--- src/shared/lsf_cfg.svh ---
// line status word layout, reset value and counter widths
`ifndef LSF_CFG_SVH
`define LSF_CFG_SVH

`define LSF_BIT_FIFO_ERR 7
`define LSF_BIT_TX_EMPTY 6
`define LSF_BIT_THR_EMPTY 5
`define LSF_BIT_BREAK 4
`define LSF_BIT_FRAME_ERR 3
`define LSF_BIT_PARITY_ERR 2
`define LSF_BIT_OVERRUN 1
`define LSF_BIT_DATA_READY 0

`define LSF_STATUS_W 8
`define LSF_STATUS_RESET 8'h60
`define LSF_FRAME_CNT_W 4
`define LSF_FRAME_CNT_ZERO 4'h0
`define LSF_FRAME_CNT_ONE 4'h1

`endif

--- src/shared/lsf_pkg.sv ---
// types shared by the line status logic
`include "lsf_cfg.svh"

package lsf_pkg;

  typedef logic [`LSF_STATUS_W-1:0] lsf_status_t;
  typedef logic [`LSF_FRAME_CNT_W-1:0] lsf_cnt_t;

  typedef enum logic [1:0] {
    LSF_BRK_IDLE = 2'b00,
    LSF_BRK_COUNT = 2'b01,
    LSF_BRK_HELD = 2'b10
  } lsf_brk_e;

endpackage

--- src/logic/lsf_line_status.sv ---
// line status word of the uart: transmit empty flags and receive error flags
`include "lsf_cfg.svh"

module lsf_line_status (
  input wire logic clk_sys,
  input wire logic rst,
  input wire logic fifo_mode,
  input wire logic thr_irq_en,
  input wire logic status_rd,
  input wire logic tx_wr,
  input wire logic tx_load,
  input wire logic tx_shift_busy,
  input wire logic tx_fifo_empty,
  input wire logic rx_pin,
  input wire logic bit_tick,
  input wire lsf_pkg::lsf_cnt_t frame_bits,
  input wire logic rx_char_done,
  input wire logic rx_parity_bad,
  input wire logic rx_stop_bad,
  input wire logic rx_full,
  input wire logic rx_data_avail,
  input wire logic rx_err_in_fifo,
  input wire logic head_parity_bad,
  input wire logic head_stop_bad,
  input wire logic head_break,
  output lsf_pkg::lsf_status_t line_status,
  output logic tx_irq,
  output logic rx_store_en,
  output logic brk_push
);
  import lsf_pkg::*;

  // sticky flag: set wins over the read clear so no event is lost
  function automatic logic sticky(input logic cur, input logic set, input logic clr);
    sticky = set | (cur & ~clr);
  endfunction

  logic rx_meta_reg;
  logic rx_sync_reg;
  lsf_status_t line_status_reg;
  lsf_status_t line_status_next;
  lsf_brk_e brk_state_reg;
  lsf_brk_e brk_state_next;
  lsf_cnt_t brk_cnt_reg;
  lsf_cnt_t brk_cnt_next;
  logic brk_push_reg;
  logic brk_push_next;
  logic brk_event;
  logic thr_empty;

  // receive pin synchroniser
  always_ff @(posedge clk_sys or posedge rst) begin
    if (rst) begin
      rx_meta_reg <= 1'b1;
      rx_sync_reg <= 1'b1;
    end else begin
      rx_meta_reg <= rx_pin;
      rx_sync_reg <= rx_meta_reg;
    end
  end

  // break detector counts bit periods of a continuous low line
  always_comb begin
    brk_state_next = brk_state_reg;
    brk_cnt_next = brk_cnt_reg;
    brk_event = 1'b0;
    case (brk_state_reg)
      LSF_BRK_IDLE: begin
        brk_cnt_next = `LSF_FRAME_CNT_ZERO;
        if (!rx_sync_reg) begin
          brk_state_next = LSF_BRK_COUNT;
        end
      end
      LSF_BRK_COUNT: begin
        if (rx_sync_reg) begin
          brk_state_next = LSF_BRK_IDLE;
        end else if (bit_tick) begin
          brk_cnt_next = brk_cnt_reg + `LSF_FRAME_CNT_ONE;
          if (brk_cnt_reg + `LSF_FRAME_CNT_ONE >= frame_bits) begin
            brk_event = 1'b1;
            brk_state_next = LSF_BRK_HELD;
          end
        end
      end
      LSF_BRK_HELD: begin
        // stays here until the line returns high: one break per condition
        if (rx_sync_reg) begin
          brk_state_next = LSF_BRK_IDLE;
        end
      end
      default: begin
        brk_state_next = LSF_BRK_IDLE;
      end
    endcase
    brk_push_next = brk_event & fifo_mode;
  end

  always_ff @(posedge clk_sys or posedge rst) begin
    if (rst) begin
      brk_state_reg <= LSF_BRK_IDLE;
      brk_cnt_reg <= `LSF_FRAME_CNT_ZERO;
      brk_push_reg <= 1'b0;
    end else begin
      brk_state_reg <= brk_state_next;
      brk_cnt_reg <= brk_cnt_next;
      brk_push_reg <= brk_push_next;
    end
  end

  // status word
  always_comb begin
    line_status_next = line_status_reg;
    // a write in the same cycle as a transfer leaves a character in the stage
    if (fifo_mode) begin
      thr_empty = tx_fifo_empty & ~tx_wr;
    end else begin
      thr_empty = ~tx_wr & (tx_load | line_status_reg[`LSF_BIT_THR_EMPTY]);
    end
    line_status_next[`LSF_BIT_THR_EMPTY] = thr_empty;
    if (fifo_mode) begin
      line_status_next[`LSF_BIT_TX_EMPTY] = tx_fifo_empty & ~tx_wr & ~tx_shift_busy;
    end else begin
      line_status_next[`LSF_BIT_TX_EMPTY] = thr_empty & ~tx_shift_busy;
    end
    line_status_next[`LSF_BIT_FIFO_ERR] =
      sticky(line_status_reg[`LSF_BIT_FIFO_ERR], fifo_mode & rx_err_in_fifo, status_rd);
    if (fifo_mode) begin
      // head flags come from the FIFO entry, so a read does not clear them
      line_status_next[`LSF_BIT_BREAK] = rx_data_avail & head_break;
      line_status_next[`LSF_BIT_FRAME_ERR] = rx_data_avail & head_stop_bad;
      line_status_next[`LSF_BIT_PARITY_ERR] = rx_data_avail & head_parity_bad;
    end else begin
      line_status_next[`LSF_BIT_BREAK] =
        sticky(line_status_reg[`LSF_BIT_BREAK], brk_event, status_rd);
      line_status_next[`LSF_BIT_FRAME_ERR] =
        sticky(line_status_reg[`LSF_BIT_FRAME_ERR], rx_char_done & rx_stop_bad, status_rd);
      line_status_next[`LSF_BIT_PARITY_ERR] =
        sticky(line_status_reg[`LSF_BIT_PARITY_ERR], rx_char_done & rx_parity_bad, status_rd);
    end
    line_status_next[`LSF_BIT_OVERRUN] =
      sticky(line_status_reg[`LSF_BIT_OVERRUN], rx_char_done & rx_full, status_rd);
    line_status_next[`LSF_BIT_DATA_READY] = rx_data_avail;
  end

  always_ff @(posedge clk_sys or posedge rst) begin
    if (rst) begin
      line_status_reg <= `LSF_STATUS_RESET;
    end else begin
      line_status_reg <= line_status_next;
    end
  end

  assign line_status = line_status_reg;
  assign tx_irq = line_status_reg[`LSF_BIT_THR_EMPTY] & thr_irq_en;
  assign rx_store_en = rx_char_done & ~rx_full;
  assign brk_push = brk_push_reg;

endmodule

--- config.mk ---
export PLATFORM = sky130hd
export DESIGN_NAME = lsf_line_status
export DESIGN_NICKNAME = d
export VERILOG_FILES = /design/src/shared/lsf_pkg.sv /design/src/logic/lsf_line_status.sv
export VERILOG_INCLUDE_DIRS = /design/src /design/src/shared
export SDC_FILE = /design/constraint.sdc
export NUM_CORES = 1
export LEC_CHECK = 0
export BUFFER_PORTS_ARGS = -buffer_cell sky130_fd_sc_hd__buf_2
export CAP_MARGIN = 30
export CORE_MARGIN = 5
export CORE_UTILIZATION = 47
export DETAILED_ROUTE_END_ITERATION = 7
export PLACE_DENSITY = 0.87
export SYNTH_ARGS = -nofsm -noshare
export SYNTH_HDL_FRONTEND = slang
export SYNTH_SLANG_ARGS = --single-unit
--- constraint.sdc ---
create_clock -name clk_sys -period 1.75 [get_ports clk_sys]
set_input_delay 0.35 -clock clk_sys [delete_from_list [all_inputs] [get_ports clk_sys]]
set_output_delay 0.35 -clock clk_sys [all_outputs]
set_load 0.01 [all_outputs]
**Word level (Yosys, flattened, before mapping)**

Cells that the tools add are included.

- Flip-flop bits (word level): 17
- Input port bits: 24
- Output and inout port bits: 11

- $add $sub $neg: 1
- Order comparisons: 1
- Equal/unequal tests: 8
- Multiplexer cells: 16
- Bitwise gates (word level): 29
- Reduce and logical (&&, ||, !) cells: 4

Operators with widths:

| kind | count |
|---|---|
| $and 1x1->1 | 19 |
| $mux 2 | 5 |
| $mux 4 | 2 |
| $ne 2x2->1 const B | 4 |
| $pmux 4 s2 | 1 |
| $mux 1 | 6 |
| $ne 3x3->1 const B | 2 |
| $or 1x1->1 | 6 |
| $pmux 2 s3 | 1 |
| $add 4x1->4 const B | 1 |
| $ge 4x4->1 | 1 |
| $not 1->1 | 4 |
| $reduce_and 4->1 | 1 |
| $mux 3 | 1 |
| $reduce_and 3->1 | 1 |
| $eq 2x1->1 const B | 1 |
| $eq 2x2->1 const B | 1 |
| $logic_not 2->1 | 1 |
| $reduce_bool 2->1 | 1 |

**Logic depth before layout (Yosys ltp)**

- Word-level depth: 8
- Depth in mapped cells: 6
- Gate-level depth less buffers: 6

**Worst setup path after synthesis**

Ideal clock, no wire load.

- Path kind: register to register
- From: reg brk_cnt_reg[0]
- To: reg line_status_reg[4] (netlist: line_status[4])
- Library setup time: 0.134 ns
- Arrival: 1.496 ns
- Required time: 1.616 ns
- Path slack: 0.120 ns
- Cell stages (with the launch flop): 7
- Path buffers: 0
- Clock period less this slack: 1.630 ns
- Path through: dfrtp_1 -> ha_1 -> xor2_1 -> ha_1 -> a21o_1 -> a31oi_1 -> o21ai_0

- Cells in the longest elaborated chain, start to end: 8

RTL lines:

| what | line | RTL |
|---|---|---|
| start: declaration | lsf_line_status.sv:44 | `lsf_cnt_t brk_cnt_reg;` |
| start signal: assignment | lsf_line_status.sv:101 | `` brk_cnt_reg <= `LSF_FRAME_CNT_ZERO; `` |
| start signal: assignment | lsf_line_status.sv:105 | `brk_cnt_reg <= brk_cnt_next;` |
| $add 4x1->4 (no line) | n/a |  |
| $ge 4x4->1 | lsf_line_status.sv:79 | `` if (brk_cnt_reg + `LSF_FRAME_CNT_ONE >= frame_bits) begin `` |
| $mux 1 | lsf_line_status.sv:79 |  |
| $mux 1 | lsf_line_status.sv:77 | `end else if (bit_tick) begin` |
| $mux 1 | lsf_line_status.sv:75 | `if (rx_sync_reg) begin` |
| $mux 1 | lsf_line_status.sv:67 | `case (brk_state_reg)` |
| $or 1x1->1 | lsf_line_status.sv:35 | `sticky = set \| (cur & ~clr);` |
| $mux 3 | lsf_line_status.sv:127 | `if (fifo_mode) begin` |
| net line_status_next[4] | lsf_line_status.sv:41 | `lsf_status_t line_status_next;` |
| end signal: assignment | lsf_line_status.sv:147 | `` line_status_reg <= `LSF_STATUS_RESET; `` |
| end signal: assignment | lsf_line_status.sv:149 | `line_status_reg <= line_status_next;` |
| end: declaration | lsf_line_status.sv:40 | `lsf_status_t line_status_reg;` |

The timed path passes the listed nets, and every way through them passes these cells.
A chain may end at the register's enable or synchronous reset.

**Final worst setup path**

- From: reg brk_cnt_reg[1]
- To: reg line_status_reg[4] (netlist: line_status[4])

The elaborated chain is that of the path after synthesis.

==> results.txt <==
----------------------------------------------------
[Floorplanning]
  Placeable core area ... 1760 µm²
  Die height ... 53.6 µm
  Site row count ... 15
  Top-Level Pins ... 35
  Area of the die ... 2870 µm²
  Die extent in x ... 53.6 µm
  Effective utilization at floorplan ... 50.6%

[Logic synthesis]
  Proportion of synthesized area in mux cells ... 2.38%
  Synth Area in Compound Gates ... 18.4%
  Leading register cell type out of synthesis ... dfrtp_1
  Synth async-reset ratio ... 100%
  Syn_area_per_cell ... 10.6 µm²
  Synthesized netlist net count ... 113
  Number of unique standard cell types used by synthesis ... 37
  Xor and xnor area share after synthesis ... 1.96%
  Portion of synthesized cell area occupied by the leading cell type ... 36.5%
  Post-synthesis cell type with the largest combined area ... dfrtp_1
  Number of cells produced by synthesis ... 84
  Number of flip-flops and latches in the synthesized netlist ... 17
  Share of synthesized cell area in and, or, nand and nor gates ... 17.3%
  Number of enable flip-flop cells after synthesis ... 0
  Combined area of all synthesized cells ... 892 µm²
  Combinational family with the most area after synthesis ... compound AO/OA/AOI/OAI gates
  Part of the Yosys area used for sequential elements ... 48.2%
  Yosys warnings ... 0
  Post-synthesis share of cell area spent on full adders, half adders and majority gates ... 7.01%
  Cell types occupying the most area after synthesis ... dfrtp_1 (36%), dfstp_2 (12%), ha_1 (7.0%)

[Layout]
  Sequential cell area ... 430 µm²
  Final nets ... 154
  Final core utilization ... 65.5%
  Filler instances ... 160
  Final instance area ... 1160 µm²
  Inserted Diodes ... 0
  Share of cells above drive strength 1 ... 41.9%
  Flip-flop count of the largest register after layout ... 8
  Layout Area Growth over Synthesis ... 29.6%
  Leading cell types in the layout, fill and taps excluded ... buf_2 (34), dfrtp_1 (13), nand2_1 (7), inv_1 (7), nor2_1 (5)
  Most frequent standard cell in the layout excluding fill and tap cells ... buf_2
  Footprint of the multi-input gates ... 440 µm²

[Place]
  Worst setup slack before clock tree synthesis ... -0.0217 ns
  Routability Congestion ... 0.859
  HPWL after detailed placement ... 1710 µm
  Cell area after placement ... 1080 µm²
  Number of buffers inserted by port buffering ... 34

[Setup path]
  Top fanout value on the critical path ... 4
  Type of the setup path with the least slack ... reg -> reg
  Data arrival time at the worst-slack endpoint ... 1.92 ns
  Kind of start point of the critical path ... flip-flop
  Worst endpoint required time ... 1.93 ns
  Crit. End Element ... flip-flop

[Routing]
  Total wire length ... 2270 µm
  Antenna-violating nets left ... 0
  Total number of vias ... 791
  Average wire length per cell after detail routing ... 15.2 µm
  Drt initial violations ... 18
  Remaining DRCs ... 0
  Ratio of routed vias to standard cells ... 5.31
  Initial DRT Pass Iterations ... 4

[Hold path]
  Worst Hold Class ... in -> async

[Global route]
  Vias in the first global route ... 758
  Antenna violations before repair ... 0
  Pin count of the biggest net entering global routing ... 18
  GRT Util Overall ... 16.5%
  Wire length of the first global-routing pass ... 3370 µm
  Global route overflow ... 0

[Power]
  Maximum VDD drop ... 0.536 mV
  Cell Pwr Density ... 701 nW/µm²
  Leakage component of the power ... 0.595 nW
  PnR Total Power ... 0.811 mW

[STA]
  Setup-failing EPs final ... 0
  Achievable Freq ... 574 MHz
  Final worst-path cycle share ... 99.5%
  Final worst hold slack ... 0.106 ns
  Relative slew slack ... 58.3%
  Final slew viol count ... 0
  Least setup slack across all paths after layout ... 0.00895 ns
  Final min period ... 1.74 ns
  Unrepaired setup endpoints after global routing ... yes
  Clk_skew ... 0.000746 ns
  Slew of the pin with the lowest slew margin ... 0.625 ns
  Hold violation count in the final report ... 0

[CTS]
  CTS buffer count ... 3
  Clock root buffer ... clkbuf_4
  CTS tree ... yes
  Max clock buf depth ... 2
  Clk sinks ... 17
  Number of buffers inserted for hold repair after clock tree synthesis ... 0
  H-tree levels ... 1
  Clock latency on the worst-skew pair ... 0.30 ns
  Clock slew at the register clock pins of the worst setup and hold paths ... 0.10 ns

[Outcome]
  Status ... finished clean

[Flow run]
  Max Cap Viol ... 0

----------------------------------------------------
## metal layers
layer  wire length, µm  up-vias  global-route usage [%]  share of wire, %
li1                  -      387                       -                 -
met1               899      377                    20.0                40
met2              1220       20                    28.2                54
met3               108        7                    3.05               4.8
met4                34        0                    7.66               1.5
met5                 0        -                       0                 0
## metrics by stage
stage	std cells	TNS (ns)
after floorplan	84	0
after global placement	142	0
after detailed placement	142	-0.0217
after CTS	147	0
after global routing	149	-0.0527
final	149	0
## kinds of logic (layout without fill, tap and decap cells)
logic type / after synthesis / count (layout)
AND/OR/NAND/NOR: 28 / 28
adder cells (fa/ha/maj): 5 / 5
AO/OA/AOI/OAI: 21 / 21
buffers and inverters: 9 / 49
multiplexers: 2 / 2
XOR/XNOR: 2 / 2
flip-flops: 17 / 17
## worst max-delay path: stages, from the launching register on
cell and delay [ns]:
dfrtp_1 0.44, ha_2 0.22, xor2_1 0.16, ha_1 0.33, a21o_1 0.18, a31oi_2 0.19, o21ai_1 0.10
## where the power goes
group          leakage (nW)  internal, mW  switching (mW)
clock network        0.0177        0.0853           0.133
registers             0.210         0.418          0.0172
logic                 0.368        0.0798          0.0773
total                 0.595         0.583           0.228
## final timing paths
path                                      from             end  slack [ns]  depth (start not counted)
worst max-delay path            brk_cnt_reg[1]  line_status[4]       0.009                          6
worst min-delay path                       rst  line_status[7]        0.11                          2
worst max register to register  brk_cnt_reg[1]  line_status[4]       0.009                          6
worst min register to register     rx_meta_reg     rx_sync_reg        0.37                          0
max in group asynchronous                  rst  line_status[0]        1.24                          2
min in group clk_sys                    rx_pin     rx_meta_reg        0.13                          1
## synth_stat cells, drive strengths merged, types with 3 or more instances
cell	count
a22o	4
dfrtp	13
dfstp	4
ha	5
inv	7
nand2	7
nor2	5
nor3	3
o21ai	4
## what timing repair did
action	in CTS	in global routing
endpoints found under the setup margin	1	4
setup buffers	1	2
pin swaps	0	4
resized for setup	2	3
## cell type report
class,instances,share of cell area (%)
inverter,7,2.27
clock buffer,3,1.95
multi-input combinational,58,38.1
tap,25,2.71
timing repair buffer,38,17.3
clock inverter,1,0.433
sequential,17,37.2
Note: power is estimated with default switching activity, not from simulation.
